File: config.mk
export PLATFORM = sky130hd
export DESIGN_NAME = sbsf_core
export DESIGN_NICKNAME = d
export VERILOG_FILES = /design/src/sbsf_pkg.sv /design/src/sbsf_core.sv
export SDC_FILE = /design/constraint.sdc
export NUM_CORES = 1
export LEC_CHECK = 0
export BUFFER_PORTS_ARGS = -buffer_cell sky130_fd_sc_hd__buf_2
export CORE_MARGIN = 2
export CORE_UTILIZATION = 55
export DETAILED_ROUTE_END_ITERATION = 6
export GPL_ROUTABILITY_DRIVEN = 0
export PLACE_DENSITY = 0.8
export SLEW_MARGIN = 25
export SYNTH_ARGS = -nofsm -noshare
export SYNTH_HDL_FRONTEND = slang
export SYNTH_SLANG_ARGS = --single-unit
File: constraint.sdc
create_clock -name ref_clk -period 3 [get_ports ref_clk]
set_input_delay 0.3 -clock ref_clk [delete_from_list [all_inputs] [get_ports ref_clk]]
set_output_delay 0.3 -clock ref_clk [all_outputs]
set_load 0.05 [all_outputs]
File: src/sbsf_pkg.sv
// constants and types for the serial bit-rate and status-flag block
package sbsf_pkg;
  // register byte addresses on the bus
  localparam logic [7:0] ADDR_CTRL1 = 8'h00;
  localparam logic [7:0] ADDR_CTRL2 = 8'h04;
  localparam logic [7:0] ADDR_RATE = 8'h08;
  localparam logic [7:0] ADDR_STATUS = 8'h0C;
  localparam logic [7:0] ADDR_DATA = 8'h10;
  // first control register fields
  localparam int C1_RX_IRQ_EN = 7;
  localparam int C1_IFACE_EN = 6;
  localparam int C1_TX_IRQ_EN = 5;
  localparam int C1_MASTER = 4;
  localparam int C1_SEL_OE = 1;
  // second control register field
  localparam int C2_MF_EN = 4;
  // bit-rate register fields
  localparam int RATE_PRE_HI = 6;
  localparam int RATE_PRE_LO = 4;
  localparam int RATE_DIV_HI = 2;
  localparam int RATE_DIV_LO = 0;
  // status register fields
  localparam int ST_RX_FULL = 7;
  localparam int ST_TX_EMPTY = 5;
  localparam int ST_MODE_FAULT = 4;
  // reset values
  localparam logic [7:0] CTRL1_RESET = 8'h00;
  localparam logic [7:0] CTRL2_RESET = 8'h00;
  localparam logic [7:0] RATE_RESET = 8'h00;
  // one byte takes sixteen serial clock edges
  localparam logic [3:0] LAST_EDGE = 4'hF;
  localparam logic [7:0] DIV_ONE = 8'h01;
  localparam logic [2:0] PRE_ZERO = 3'h0;
  localparam logic [7:0] BYTE_ZERO = 8'h00;
  localparam logic [1:0] HTRANS_NONSEQ = 2'h2;
  // shifter states
  typedef enum logic {
    SBSF_IDLE = 1'b0,
    SBSF_SHIFT = 1'b1
  } sbsf_state_t;
endpackage

File: src/sbsf_core.sv
// serial bit-rate generator, byte shifter and status flags behind an ahb-lite slave
`timescale 1ns/1ps
//
// Behaviour
// - prescale field bits 6:4 divides by code plus one
// - bus clock feeds prescaler, prescaler feeds divider
// - rate field bits 2:0 divides by two..256
// - divider output clocks serial bits as master
// - bit-rate register accessible at any time
// - status unused bits zero, writes ignored
// - transfer end sets receive-full in bit 7
// - receive-full clears by status then data read
// - buffer-to-shifter move sets transmit-empty bit 5
// - transmit-empty clears by status read then write
// - data write without prior status read ignored
// - transmit interrupt from flag and enable
// - idle shifter takes byte, flag back quickly
// - queued byte loads automatically after shift
// - low select as master sets mode-fault bit 4
// - fault input only with master, enable, no output
// - mode-fault clears by status read then control write
// - receive interrupt from receive-full or mode-fault
// - disable aborts, clears receive-full, sets transmit-empty
// - overrun keeps old byte, drops new one
module sbsf_core (
  // clock and reset
  input wire logic ref_clk,
  input wire logic reset,
  // ahb-lite slave
  input wire logic hsel,
  input wire logic [7:0] haddr,
  input wire logic [1:0] htrans,
  input wire logic hwrite,
  input wire logic [2:0] hsize,
  input wire logic [31:0] hwdata,
  input wire logic hready,
  output logic [31:0] hrdata,
  output logic hreadyout,
  output logic hresp,
  // serial link pins
  output logic sck_out,
  output logic sck_oe,
  output logic mosi_out,
  input wire logic miso_in,
  input wire logic select_n_in,
  output logic select_n_out,
  output logic select_oe,
  // interrupt requests
  output logic tx_irq,
  output logic rx_irq
);
  import sbsf_pkg::*;

  logic [7:0] ctrl1;
  logic [7:0] ctrl2;
  logic [7:0] serial_bit_rate_control;
  logic pend;
  logic pend_write;
  logic [7:0] pend_addr;
  logic [7:0] tx_buf;
  logic tx_full;
  logic [7:0] rx_buf;
  logic [7:0] shifter;
  logic rx_sample;
  logic [3:0] edge_cnt;
  logic [2:0] pre_cnt;
  logic [7:0] div_cnt;
  sbsf_state_t state;
  logic receive_full_flag;
  logic transmit_empty_flag;
  logic mode_fault_flag;
  logic rx_arm;
  logic tx_arm;
  logic mf_arm;

  // bus decode
  wire accept = hsel & hready & (htrans == HTRANS_NONSEQ);
  wire do_wr = pend & pend_write;
  wire do_rd = pend & ~pend_write;
  wire wr_c1 = do_wr & (pend_addr == ADDR_CTRL1);
  wire wr_c2 = do_wr & (pend_addr == ADDR_CTRL2);
  wire wr_rate = do_wr & (pend_addr == ADDR_RATE);
  wire wr_data = do_wr & (pend_addr == ADDR_DATA);
  wire rd_status = do_rd & (pend_addr == ADDR_STATUS);
  wire rd_data = do_rd & (pend_addr == ADDR_DATA);

  // control fields
  wire interface_enable = ctrl1[C1_IFACE_EN];
  wire master_select = ctrl1[C1_MASTER];
  wire select_output_enable = ctrl1[C1_SEL_OE];
  wire transmit_irq_enable = ctrl1[C1_TX_IRQ_EN];
  wire receive_irq_enable = ctrl1[C1_RX_IRQ_EN];
  wire mode_fault_enable = ctrl2[C2_MF_EN];
  wire [2:0] prescale_select = serial_bit_rate_control[RATE_PRE_HI:RATE_PRE_LO];
  wire [2:0] rate_divisor_select = serial_bit_rate_control[RATE_DIV_HI:RATE_DIV_LO];
  wire run = interface_enable & master_select;

  // status image, unused bits tied low
  wire [7:0] status_word = {receive_full_flag, 1'b0, transmit_empty_flag, mode_fault_flag,
                            4'h0};

  // read multiplexer; unmapped addresses read zero
  wire [7:0] read_byte = (pend_addr == ADDR_CTRL1) ? ctrl1 :
                         (pend_addr == ADDR_CTRL2) ? ctrl2 :
                         (pend_addr == ADDR_RATE) ? serial_bit_rate_control :
                         (pend_addr == ADDR_STATUS) ? status_word :
                         (pend_addr == ADDR_DATA) ? rx_buf : BYTE_ZERO;

  // prescaler fed from the bus clock, ticks once per code+1 cycles
  wire pre_tick = (pre_cnt == prescale_select);
  wire [2:0] next_pre_cnt = (~run | pre_tick) ? PRE_ZERO : pre_cnt + 3'h1;
  // divider counts prescaler ticks; half the divisor between serial clock edges
  wire [7:0] half_div = DIV_ONE << rate_divisor_select;
  wire div_end = pre_tick & (div_cnt == half_div - DIV_ONE);
  wire [7:0] next_div_cnt = (~run | div_end) ? BYTE_ZERO :
                            pre_tick ? div_cnt + DIV_ONE : div_cnt;
  // a serial edge is one divider wrap while shifting
  wire sck_edge = run & (state == SBSF_SHIFT) & div_end;

  // transfer sequencing
  wire load_shift = run & (state == SBSF_IDLE) & tx_full;
  wire xfer_done = sck_edge & (edge_cnt == LAST_EDGE);
  wire data_write_ok = wr_data & tx_arm;
  wire rx_load = xfer_done & (~receive_full_flag | (rd_data & rx_arm));
  // fault input is qualified by master, fault enable and no select output
  wire mf_event = run & mode_fault_enable & ~select_output_enable & ~select_n_in;
  // mosi changes only at load and falling edges, at least a cycle ahead of each rising sample
  wire mosi_move = load_shift | (sck_edge & sck_out);
  wire next_mosi = load_shift ? tx_buf[7] : shifter[6];
  // select drops with the load so the first bit is set up before the first rising edge
  wire frame_active = load_shift | ((state == SBSF_SHIFT) & run & ~xfer_done);

  // bus address phase capture; one wait state so reads see prior writes
  always_ff @(posedge ref_clk) begin
    if (reset) begin
      pend <= 1'b0;
      pend_write <= 1'b0;
      pend_addr <= BYTE_ZERO;
      hreadyout <= 1'b1;
    end else begin
      pend <= accept;
      hreadyout <= ~accept;
      if (accept) begin
        pend_write <= hwrite;
        pend_addr <= haddr;
      end
    end
  end

  // read data and fixed okay response
  always_ff @(posedge ref_clk) begin
    if (reset) begin
      hrdata <= 32'h0000_0000;
      hresp <= 1'b0;
    end else if (do_rd) begin
      hrdata <= {24'h00_0000, read_byte};
    end
  end

  // control registers; bit-rate writable any time, status writes dropped
  always_ff @(posedge ref_clk) begin
    if (reset) begin
      ctrl1 <= CTRL1_RESET;
      ctrl2 <= CTRL2_RESET;
      serial_bit_rate_control <= RATE_RESET;
    end else begin
      if (wr_c1) ctrl1 <= hwdata[7:0];
      if (wr_c2) ctrl2 <= hwdata[7:0];
      if (wr_rate) serial_bit_rate_control <= {1'b0, hwdata[6:4], 1'b0, hwdata[2:0]};
    end
  end

  // rate counters
  always_ff @(posedge ref_clk) begin
    if (reset) begin
      pre_cnt <= PRE_ZERO;
      div_cnt <= BYTE_ZERO;
    end else begin
      pre_cnt <= next_pre_cnt;
      div_cnt <= next_div_cnt;
    end
  end

  // transmit buffer; disable empties it
  always_ff @(posedge ref_clk) begin
    if (reset) begin
      tx_full <= 1'b0;
      tx_buf <= BYTE_ZERO;
    end else if (~interface_enable) begin
      tx_full <= 1'b0;
    end else if (data_write_ok) begin
      tx_full <= 1'b1;
      tx_buf <= hwdata[7:0];
    end else if (load_shift) begin
      tx_full <= 1'b0;
    end
  end

  // shifter: mode-0 msb first, sample on rising, shift on falling; disable aborts
  always_ff @(posedge ref_clk) begin
    if (reset | ~run) begin
      state <= SBSF_IDLE;
      edge_cnt <= 4'h0;
      shifter <= BYTE_ZERO;
      sck_out <= 1'b0;
      rx_sample <= 1'b0;
    end else if (load_shift) begin
      state <= SBSF_SHIFT;
      edge_cnt <= 4'h0;
      shifter <= tx_buf;
    end else if (sck_edge) begin
      sck_out <= ~sck_out;
      edge_cnt <= edge_cnt + 4'h1;
      // held apart so the outgoing lsb is not overwritten before it is sent
      if (~sck_out) rx_sample <= miso_in;
      else shifter <= {shifter[6:0], rx_sample};
      if (xfer_done) state <= SBSF_IDLE;
    end
  end

  // pin drivers registered from shifter state
  always_ff @(posedge ref_clk) begin
    if (reset) begin
      mosi_out <= 1'b0;
      sck_oe <= 1'b0;
      select_n_out <= 1'b1;
      select_oe <= 1'b0;
    end else begin
      if (mosi_move) mosi_out <= next_mosi;
      sck_oe <= run;
      select_n_out <= ~frame_active;
      select_oe <= run & mode_fault_enable & select_output_enable;
    end
  end

  // receive buffer keeps the older byte on overrun
  always_ff @(posedge ref_clk) begin
    if (reset) rx_buf <= BYTE_ZERO;
    else if (rx_load) rx_buf <= {shifter[6:0], rx_sample};
  end

  // receive-full: new byte sets, armed data read clears, set wins
  always_ff @(posedge ref_clk) begin
    if (reset | ~interface_enable) begin
      receive_full_flag <= 1'b0;
      rx_arm <= 1'b0;
    end else begin
      if (rx_load) receive_full_flag <= 1'b1;
      else if (rd_data & rx_arm) receive_full_flag <= 1'b0;
      if (rd_status & receive_full_flag) rx_arm <= 1'b1;
      else if (rd_data) rx_arm <= 1'b0;
    end
  end

  // transmit-empty: set on move to shifter, cleared by armed data write
  always_ff @(posedge ref_clk) begin
    if (reset | ~interface_enable) begin
      transmit_empty_flag <= 1'b1;
      tx_arm <= 1'b0;
    end else begin
      if (load_shift) transmit_empty_flag <= 1'b1;
      else if (data_write_ok) transmit_empty_flag <= 1'b0;
      if (rd_status & transmit_empty_flag) tx_arm <= 1'b1;
      else if (wr_data) tx_arm <= 1'b0;
    end
  end

  // mode-fault: set by qualified low select, armed control write clears, set wins
  always_ff @(posedge ref_clk) begin
    if (reset) begin
      mode_fault_flag <= 1'b0;
      mf_arm <= 1'b0;
    end else begin
      if (mf_event) mode_fault_flag <= 1'b1;
      else if (wr_c1 & mf_arm) mode_fault_flag <= 1'b0;
      if (rd_status & mode_fault_flag) mf_arm <= 1'b1;
      else if (wr_c1) mf_arm <= 1'b0;
    end
  end

  // interrupt requests, registered so they lag the flags by one cycle
  always_ff @(posedge ref_clk) begin
    if (reset) begin
      tx_irq <= 1'b0;
      rx_irq <= 1'b0;
    end else begin
      tx_irq <= transmit_empty_flag & transmit_irq_enable;
      rx_irq <= (receive_full_flag | mode_fault_flag) & receive_irq_enable;
    end
  end
endmodule

==> summary.md, run 1 <==
| Metric | Value |
|---|---|
| Status | `completed` |
| Vias in the first global route | `3554` |
| Critical path's slowest cell | `nor4_4` |
| CTS root buffer | `clkbuf_8` |
| Routed Antenna Nets | `0` |
| Post-CTS Hold Buffers | `0` |
| Post-synth EDFFs | `0` |
| Clk_skew | `0.00769 ns` |
| Prevailing post-synth register cell | `dfxtp_1` |
| Crit Reg-Reg Startpoint | `serial_bit_rate_control[1]` |
| Post-DP HPWL | `7410 µm` |
| WP data arrival | `2.91 ns` |
| Avg Inst Size Synth | `8.84 µm²` |
| CTS tree | `built` |
| Util after Layout | `0.605` |
| Critical path required time | `3.29 ns` |
| Worst vdd ir | `0.396 mV` |
| Max-cap viol count | `0` |
| Design Power | `2.28 mW` |
| Routed via count | `3820` |
| Worst skew pair latency | `0.36 ns` |
| Largest family of logic cells by synthesized area | `simple AND/OR/NAND/NOR gates` |
| # nets final | `593` |
| Initial Utilization | `0.559` |
| CP Launch Type | `flip-flop` |
| Grt ovf | `0` |
| Initial antenna violation count | `0` |
| Worst setup EP type | `flip-flop` |
| Multi-input logic area | `2360 µm²` |
| Synth Area in Simple Gates | `0.222` |
| DIE WIDTH | `95.0 µm` |
| Fillcell total | `718` |
| Hold_sp | `haddr[3]` |
| Vias per cell | `5.90` |
| Biggest cell delay along the critical path | `0.68 ns` |
| Die Y | `95.0 µm` |
| Synth Area in Adders | `0.00825` |
| Complex-gate fraction of the synthesized area | `0.156` |
| Cell Area, Synth | `4550 µm²` |
| Asr flop ratio synth | `0` |
| Max_slew headroom | `0.420` |
| Unrepaired setup endpoints after global routing | `no` |
| Bufs on Longest Clock Path | `2` |
| Avg WL per Cell | `16.2 µm` |
| Mux share of post-synthesis cell area | `0.0844` |
| Sequential Area | `1900 µm²` |
| YS warnings | `0` |
| Drt first pass iters | `5` |
| # setup viols final | `0` |
| # diodes | `0` |
| Site row count | `33` |
| Sum Neg Setup Slack | `0 ns` |
| DR iter-0 viols | `272` |
| Kind of critical path | `reg -> reg` |
| Core area | `8130 µm²` |
| I/O Buffers | `40` |
| Slew Limit Fails | `0` |
| Min-delay worst type | `in -> reg` |
| Share of post-route cells with drive strength above 1 | `0.157` |
| IO Pins | `93` |
| Gr usage total | `0.245` |
| TritonCTS Buffers | `9` |
| Static Leak | `1.76 nW` |
| H-Tree Depth | `3` |
| Sequential element share of the synthesized area | `0.418` |
| Area growth from synthesis to layout | `8.14%` |
| WL final | `10500 µm` |
| Yosys cell types | `61` |
| Post CTS Setup Buffer Count | `0` |
| Max Fclk | `0.382 GHz` |
| Final Cycle Share | `0.872` |
| Seq cells post-synth | `95` |
| Max Fanout on Critical Path | `11` |
| Fin. Hold Viols | `0` |
| Pin count of the biggest net entering global routing | `72` |
| PwrDens | `463 nW/µm²` |
| Worst-path cell chain | `xor2_1, o22ai_1, o2111ai_2, buf_4, nor4_4, mux2i_1` |
| Post-Synthesis Cells | `515` |
| Worst Setup SP | `serial_bit_rate_control[1]` |
| Clock Pin Slew Worst Setup and Hold Paths | `0.09 ns` |
| Clock sink total | `95` |
| Global-route wire length before repair | `17200 µm` |
| XOR/XNOR share of the synthesized area | `0.0269` |
| CTS-repair resized insts | `0` |
| Slew @ Worst Pin | `0.867 ns` |
| Die area | `9020 µm²` |
| DRC Markers | `0` |
| Post-route minimum period | `2.62 ns` |
[state kept, by name (all words and copies together) (netlist names), 3 cells and up]
signal	flops
rx_buf	8
pend_addr	8
div_cnt	8
edge_cnt	4
pre_cnt	3
hrdata	8
serial_bit_rate_control	6
ctrl1	8
tx_buf	8
ctrl2	8
shifter	7
[worst paths after layout]
kind | endpoint | slack (ns) | cells after the start
worst min register to register | pend_addr[1] | 0.46 | 2
worst max-delay path | rx_buf[5] | 0.38 | 6
worst max register to register | rx_buf[5] | 0.38 | 6
worst min-delay path | pend_addr[3] | 0.17 | 3
[critical path: cells and delay by family, from the launching register on]
family / cells / cell delay, ns
mux: 1 / 0.27
xor+xnor: 1 / 0.13
flops: 1 / 0.62
compound gates: 2 / 0.56
buf+inv: 1 / 0.28
simple gates: 1 / 0.68
[cell type report]
| type | instances | area share |
|---|---|---|
| multi-input combinational | 371 | 0.480 |
| clock buffer | 12 | 0.0315 |
| sequential | 95 | 0.386 |
| inverter | 11 | 0.00839 |
| timing repair buffer | 50 | 0.0559 |
| tap | 105 | 0.0267 |
| clock inverter | 4 | 0.0107 |
[Yosys cell counts (10+ instances only)]
master	number	area share
dfxtp_1	95	0.42
nand2_1	48	0.040
nor2_1	36	0.030
mux2i_1	35	0.077
a21oi_1	33	0.036
clkbuf_1	27	0.022
buf_4	25	0.041
nand2b_1	20	0.027
nand3_1	19	0.021
nand4_1	17	0.023
nor3_1	14	0.015
o21ai_0	13	0.014
o31ai_1	11	0.018
inv_1	10	0.0082
[cells by family after synthesis]
| family | count (synthesis) |
|---|---|
| other cells | 1 |
| flops | 95 |
| buf+inv | 73 |
| fa+ha+maj | 3 |
| xor+xnor | 14 |
| compound gates | 101 |
| mux | 38 |
| simple gates | 190 |
[metrics by stage]
| step | cells | worst slack [ns] | instance area (µm²) | hold WS [ns] |
|---|---|---|---|---|
| detailed placement | 632 | 0.413 | 4710 | 0.448 |
| global route | 648 | 0.177 | 4920 | 0.167 |
| global placement | 632 | 0.531 | 4710 | 0.439 |
| CTS | 648 | 0.405 | 4920 | 0.161 |
| floorplan | 539 | 0.904 | 4640 | 0.428 |
| finish | 648 | 0.385 | 4920 | 0.171 |
[cells in the final DEF (no fill, tap or decap), types with 11 or more instances in the layout]
cell      instances
o31ai_1          11
dfxtp_1          95
buf_2            40
nor3_1           14
nand3_1          19
nand2b_1         20
nand2_1          48
nor2_1           36
o21ai_0          13
conb_1           25
nand4_1          17
mux2i_1          35
clkbuf_8         11
a21oi_1          33
[metal layers]
layer / global-route usage / vias up / part of all wire
li1: - / 1835 / -
met1: 0.309 / 1837 / 0.44
met2: 0.419 / 127 / 0.50
met3: 0.0487 / 21 / 0.048
met4: 0.0821 / 0 / 0.016
met5: 0 / - / 0
[where the power goes]
part / switching [mW] / internal, mW / total (mW)
registers: 0.00301 / 1.26 / 1.27
clock network: 0.443 / 0.435 / 0.878
logic: 0.111 / 0.0254 / 0.136
total: 0.557 / 1.72 / 2.28
No activity file was read; power rests on OpenSTA's default activity.
==> run 2, diff against run 1 <==
- ABC_AREA: unset -> 1
- CORE_UTILIZATION: 55 -> 54
- PLACE_DENSITY: 0.8 -> 0.79
- SKIP_LAST_GASP: unset -> 1
==> summary.md, run 2 <==
| Metric | Value |
|---|---|
| Worst skew pair latency | `0.36 ns` |
| Worst Setup SP | `pend_addr[2]` |
| Biggest cell delay along the critical path | `0.68 ns` |
| Cell Area, Synth | `4330 µm²` |
| Status | `completed` |
| Max Fclk | `0.460 GHz` |
| # setup viols final | `0` |
| CTS root buffer | `clkbuf_8` |
| Prevailing post-synth register cell | `dfxtp_1` |
| Util after Layout | `0.615` |
| Global-route wire length before repair | `16700 µm` |
| CTS tree | `built` |
| Bufs on Longest Clock Path | `2` |
| Yosys cell types | `36` |
| WL final | `10000 µm` |
| Unrepaired setup endpoints after global routing | `no` |
| Initial Utilization | `0.560` |
| Share of post-route cells with drive strength above 1 | `0.128` |
| # nets final | `685` |
| R2R Path End | `ctrl2[7]` |
| Grt ovf | `0` |
| Sequential element share of the synthesized area | `0.440` |
| Design Power | `2.36 mW` |
| Core area | `7730 µm²` |
| Routed Antenna Nets | `0` |
| Worst Slack Setup Final | `0.828 ns` |
| Critical path required time | `3.29 ns` |
| Yosys top cell by area | `dfxtp_1` |
| Slew Limit Fails | `0` |
| XOR/XNOR share of the synthesized area | `0.00810` |
| Clock Pin Slew Worst Setup and Hold Paths | `0.09 ns` |
| IO Pins | `93` |
| Synth Area in Adders | `0.00868` |
| Avg Inst Size Synth | `7.32 µm²` |
| Clock sink total | `95` |
| Post-DP HPWL | `7500 µm` |
| Post-synth top area share | `0.440` |
| WP data arrival | `2.46 ns` |
| Post-Synthesis Cells | `591` |
| Routed via count | `3938` |
| H-Tree Depth | `3` |
| Sum Neg Setup Slack | `0 ns` |
| Die area | `8740 µm²` |
| DRC Markers | `0` |
| Vias in the first global route | `3662` |
| Area growth from synthesis to layout | `9.86%` |
| Max Fanout on Critical Path | `16` |
| DR iter-0 viols | `378` |
| Final Cycle Share | `0.724` |
| Fillcell total | `708` |
| Min-delay worst type | `in -> reg` |
| I/O Buffers | `40` |
| Worst setup EP type | `flip-flop` |
| Seq cells post-synth | `95` |
| Avg WL per Cell | `13.6 µm` |
| Synth top area cells | `dfxtp_1 44%, nand2_1 12%, a21oi_1 8.1%` |
| Worst vdd ir | `0.291 mV` |
| Post CTS Setup Buffer Count | `0` |
| Site row count | `32` |
| Slew @ Worst Pin | `0.921 ns` |
| CTS-repair resized insts | `0` |
| Clk_skew | `0.00836 ns` |
| Worst hold endpoint | `pend_addr[7]` |
| Drt first pass iters | `5` |
| Initial antenna violation count | `0` |
| Gr usage total | `0.243` |
| WHS Path Cells | `3` |
| Static Leak | `1.96 nW` |
| Largest family of logic cells by synthesized area | `simple AND/OR/NAND/NOR gates` |
| Mux share of post-synthesis cell area | `0` |
| PwrDens | `497 nW/µm²` |
| Post-CTS Hold Buffers | `0` |
| Hold_sp | `haddr[7]` |
| TritonCTS Buffers | `9` |
| Complex-gate fraction of the synthesized area | `0.169` |
| Fin. Hold Viols | `0` |
| Pin count of the biggest net entering global routing | `36` |
| Max_slew headroom | `0.385` |
| Worst-path cell chain | `inv_1, nor3_1, nand2_1, nor2_1, o21ai_0, a21oi_1` |
| Post-synth top cells | `134 x nand2_1, 95 x dfxtp_1, 70 x a21oi_1, 66 x inv_1, 58 x o21ai_0` |
| CP Launch Type | `flip-flop` |
| Kind of critical path | `reg -> reg` |
| Top-count cell post-synth | `nand2_1` |
| Asr flop ratio synth | `0` |
| Flop2flop setup slack | `0.83 ns` |
| Critical path's slowest cell | `nor2_1` |
| Pre-CTS setup slack | `0.960 ns` |
| Placed cells | `721` |
| Vias per cell | `5.34` |
| Crit Reg-Reg Startpoint | `pend_addr[2]` |
| Non-Filler Instances | `737` |
| Worst r2r path cells | `6` |
| Synth Area in Simple Gates | `0.255` |
| Die Y | `93.5 µm` |
| YS warnings | `0` |
| DIE WIDTH | `93.5 µm` |
| Max-cap viol count | `0` |
| Commonest cells after routing, fill and taps aside | `134 x nand2_1, 95 x dfxtp_1, 70 x a21oi_1` |
| # diodes | `0` |
| Commonest non-fill, non-tap cell in the layout | `nand2_1` |
| Post-route minimum period | `2.17 ns` |
| Post-synth EDFFs | `0` |
run 2: cell types whose count changed after synthesis, sizes merged, moves of 7 or more:
cell / before / now
inv: 11 / 68
clkbuf: 28 / 9
nor3: 17 / 7
a21oi: 33 / 71
mux2i: 35 / 0
nand3: 20 / 43
o31ai: 11 / 0
a22oi: 7 / 0
a31oi: 8 / 1
nand2b: 21 / 0
nand2: 48 / 140
nand4: 17 / 7
o21ai: 15 / 63
run 2: worst max path at each step:
stage                                            end
final                                       ctrl2[7]
after global routing      serial_bit_rate_control[5]
after CTS                 serial_bit_rate_control[4]
after detailed placement                    ctrl2[7]
after global placement                      ctrl2[3]
after floorplan                             mosi_out
run 2: cell families after synthesis:
group / count (synthesis)
AND/OR/NAND/NOR: 238
AO/OA/AOI/OAI: 141
buffers and inverters: 109
flip-flops: 95
XOR/XNOR: 4
adder cells (fa/ha/maj): 3
other: 1
run 2: layout make-up:
class	instances	area, µm²	area share
repair buffers	44	230	0.0484
clock inverters	4	76.3	0.0161
clock buffers	12	155	0.0326
flip-flops and latches	95	1900	0.400
well taps	102	128	0.0269
inverters	69	259	0.0545
multi-input cells	411	2000	0.421
run 2: power breakdown:
part           internal (mW)  switching, mW
logic                 0.0213          0.119
registers               1.26        0.00225
clock network          0.519          0.437
total                   1.80          0.558
run 2: through the flow:
step                      cell area, µm²  hold WS [ns]
after floorplan                     4420         0.403
after global placement              4520         0.440
after detailed placement            4520         0.448
after CTS                           4750         0.123
after global routing                4750         0.127
final                               4750         0.128
run 2: metal layers:
metal  vias up  part of all wire  GRT usage  wire, µm
li1       1958                 -          -         -
met1      1818              0.45      0.311      4520
met2       141              0.46      0.399      4650
met3        21             0.061     0.0483       607
met4         0             0.025      0.104       249
met5         -                 0          0         0
run 2: worst max-delay path: cells and delay by family, from the launching register on:
| kind | cells | cell delay (ns) |
|---|---|---|
| AO/OA/AOI/OAI | 2 | 0.37 |
| buffers and inverters | 1 | 0.09 |
| AND/OR/NAND/NOR | 3 | 1.16 |
| flip-flops | 1 | 0.47 |
==> run 3, diff against run 2 <==
- CORE_UTILIZATION: 54 -> 49
- PLACE_DENSITY: 0.79 -> 0.76
- clock period: 3 -> 1.7 ns (I/O delays scaled with it)
==> summary.md, run 3 (same netlist as run 2, synthesis figures left out) <==
| Metric | Value |
|---|---|
| Status | `complete, but fails checks` |
| Failing checks | `negative setup slack` |
| Biggest cell delay along the critical path | `0.42 ns` |
| Sum Neg Setup Slack | `-0.0467 ns` |
| Initial antenna violation count | `0` |
| CP Buf/Inv Count | `0` |
| Area growth from synthesis to layout | `20.2%` |
| Die Y | `98.0 µm` |
| Design Power | `4.19 mW` |
| Grt ovf | `0` |
| Fin. Hold Viols | `0` |
| DRC Markers | `0` |
| Share of post-route cells with drive strength above 1 | `0.218` |
| Kind of critical path | `reg -> reg` |
| Clock sink total | `95` |
| Routed via count | `4045` |
| Fillcell total | `779` |
| Clk_skew | `0.00913 ns` |
| Site row count | `34` |
| Avg WL per Cell | `13.7 µm` |
| DR iter-0 viols | `446` |
| Vias per cell | `5.21` |
| Final Cycle Share | `1.02` |
| Global-route wire length before repair | `16900 µm` |
| H-Tree Depth | `3` |
| Post-DP HPWL | `7450 µm` |
| Static Leak | `2.14 nW` |
| IO Pins | `93` |
| Worst-path cell chain | `nand2_1, nand2_1, nand2_1, nand2_1, nand3_1, nor2_4, nand3_4, nor2_8, nand3_2, a21oi_2` |
| Worst vdd ir | `0.394 mV` |
| Clock Pin Slew Worst Setup and Hold Paths | `0.10 ns` |
| # nets final | `719` |
| # setup viols final | `2` |
| Max Fanout on Critical Path | `8` |
| WL final | `10700 µm` |
| Initial Utilization | `0.501` |
| Critical path's most frequent cell | `nand2_1` |
| Bufs on Longest Clock Path | `2` |
| Routed Antenna Nets | `0` |
| WP data arrival | `2.02 ns` |
| Commonest cells after routing, fill and taps aside | `130 x nand2_1, 86 x dfxtp_1, 65 x a21oi_1` |
| Vias in the first global route | `3652` |
| # diodes | `0` |
| Worst Slack Setup Final | `-0.0288 ns` |
| Gr usage total | `0.215` |
| Worst setup EP type | `flip-flop` |
| Die area | `9600 µm²` |
| Drt first pass iters | `5` |
| Core area | `8640 µm²` |
| CP top delay family | `simple AND/OR/NAND/NOR gates` |
| Unrepaired setup endpoints after global routing | `yes` |
| Commonest non-fill, non-tap cell in the layout | `nand2_1` |
| Worst skew pair latency | `0.37 ns` |
| Post-route minimum period | `1.73 ns` |
| Min-delay worst type | `in -> reg` |
| Placed cells | `744` |
| CP Launch Type | `flip-flop` |
| PwrDens | `806 nW/µm²` |
| Slew Limit Fails | `0` |
| Max Fclk | `0.578 GHz` |
| TritonCTS Buffers | `9` |
| CTS tree | `built` |
| CTS root buffer | `clkbuf_8` |
| Max-cap viol count | `0` |
| Critical path's slowest cell | `dfxtp_4` |
| Critical path required time | `1.99 ns` |
| Non-Filler Instances | `777` |
| DIE WIDTH | `98.0 µm` |
| I/O Buffers | `40` |
| Pin count of the biggest net entering global routing | `32` |
==> run 3: metal layers <==
metal,up-vias,wire (µm),GRT usage
li1,2031,-,-
met1,1837,4710,0.287
met2,148,4960,0.344
met3,29,693,0.0358
met5,-,0,0
met4,0,285,0.0972
==> run 3: timing repair <==
item | CTS | global route
setup buffers | 0 | 10
gates resized for setup | 4 | 47
endpoints found under the setup margin | 19 | 65
pin swaps | 0 | 12
hold buffers | 5 | 0
cloned | 0 | 2
endpoints found under the hold margin | 5 | 0
==> run 3: worst reg2reg max path, stage by stage, from the launching register on <==
cell	delay, ns
dfxtp_4	0.42
nand2_1	0.11
nand2_1	0.07
nand2_1	0.07
nand2_1	0.08
nand3_1	0.11
nor2_4	0.14
nand3_4	0.16
nor2_8	0.22
nand3_2	0.11
a21oi_2	0.16
==> run 3: final cells by class <==
class,count,area (µm²),share of cell area
clock inverters,7,103,0.0197
inverters,69,262,0.0503
well taps,108,135,0.0260
clock buffers,9,124,0.0238
multi-input cells,412,2130,0.410
repair buffers,77,524,0.101
flip-flops and latches,95,1920,0.369
==> run 3: stage by stage <==
step / hold slack (ns) / utilization / instance area (µm²) / setup slack (ns)
2_1_floorplan: 0.273 / - / 4420 / 0.180
3_3_place_gp: 0.365 / 0.542 / 4680 / -0.0105
3_5_place_dp: 0.374 / 0.542 / 4680 / -0.0607
4_1_cts: 0.0112 / 0.575 / 4960 / 0.00388
5_1_grt: 0.00622 / 0.602 / 5200 / -0.168
6_report: 0.0125 / 0.602 / 5200 / -0.0288
==> run 3: final timing paths <==
path	from	end	slack [ns]	cells after the start
setup / recovery	serial_bit_rate_control[1]	rx_buf[2]	-0.03	10
hold / removal	hwrite	pend_write	0.01	3
setup reg to reg	serial_bit_rate_control[1]	rx_buf[2]	-0.03	10
hold reg to reg	tx_buf[2]	tx_buf[2]	0.46	2
==> run 3: power by group <==
group	leakage (nW)	switching (mW)	internal, mW
Sequential	0.771	0.00361	2.23
Combinational	1.26	0.221	0.0587
Clock	0.111	0.831	0.847
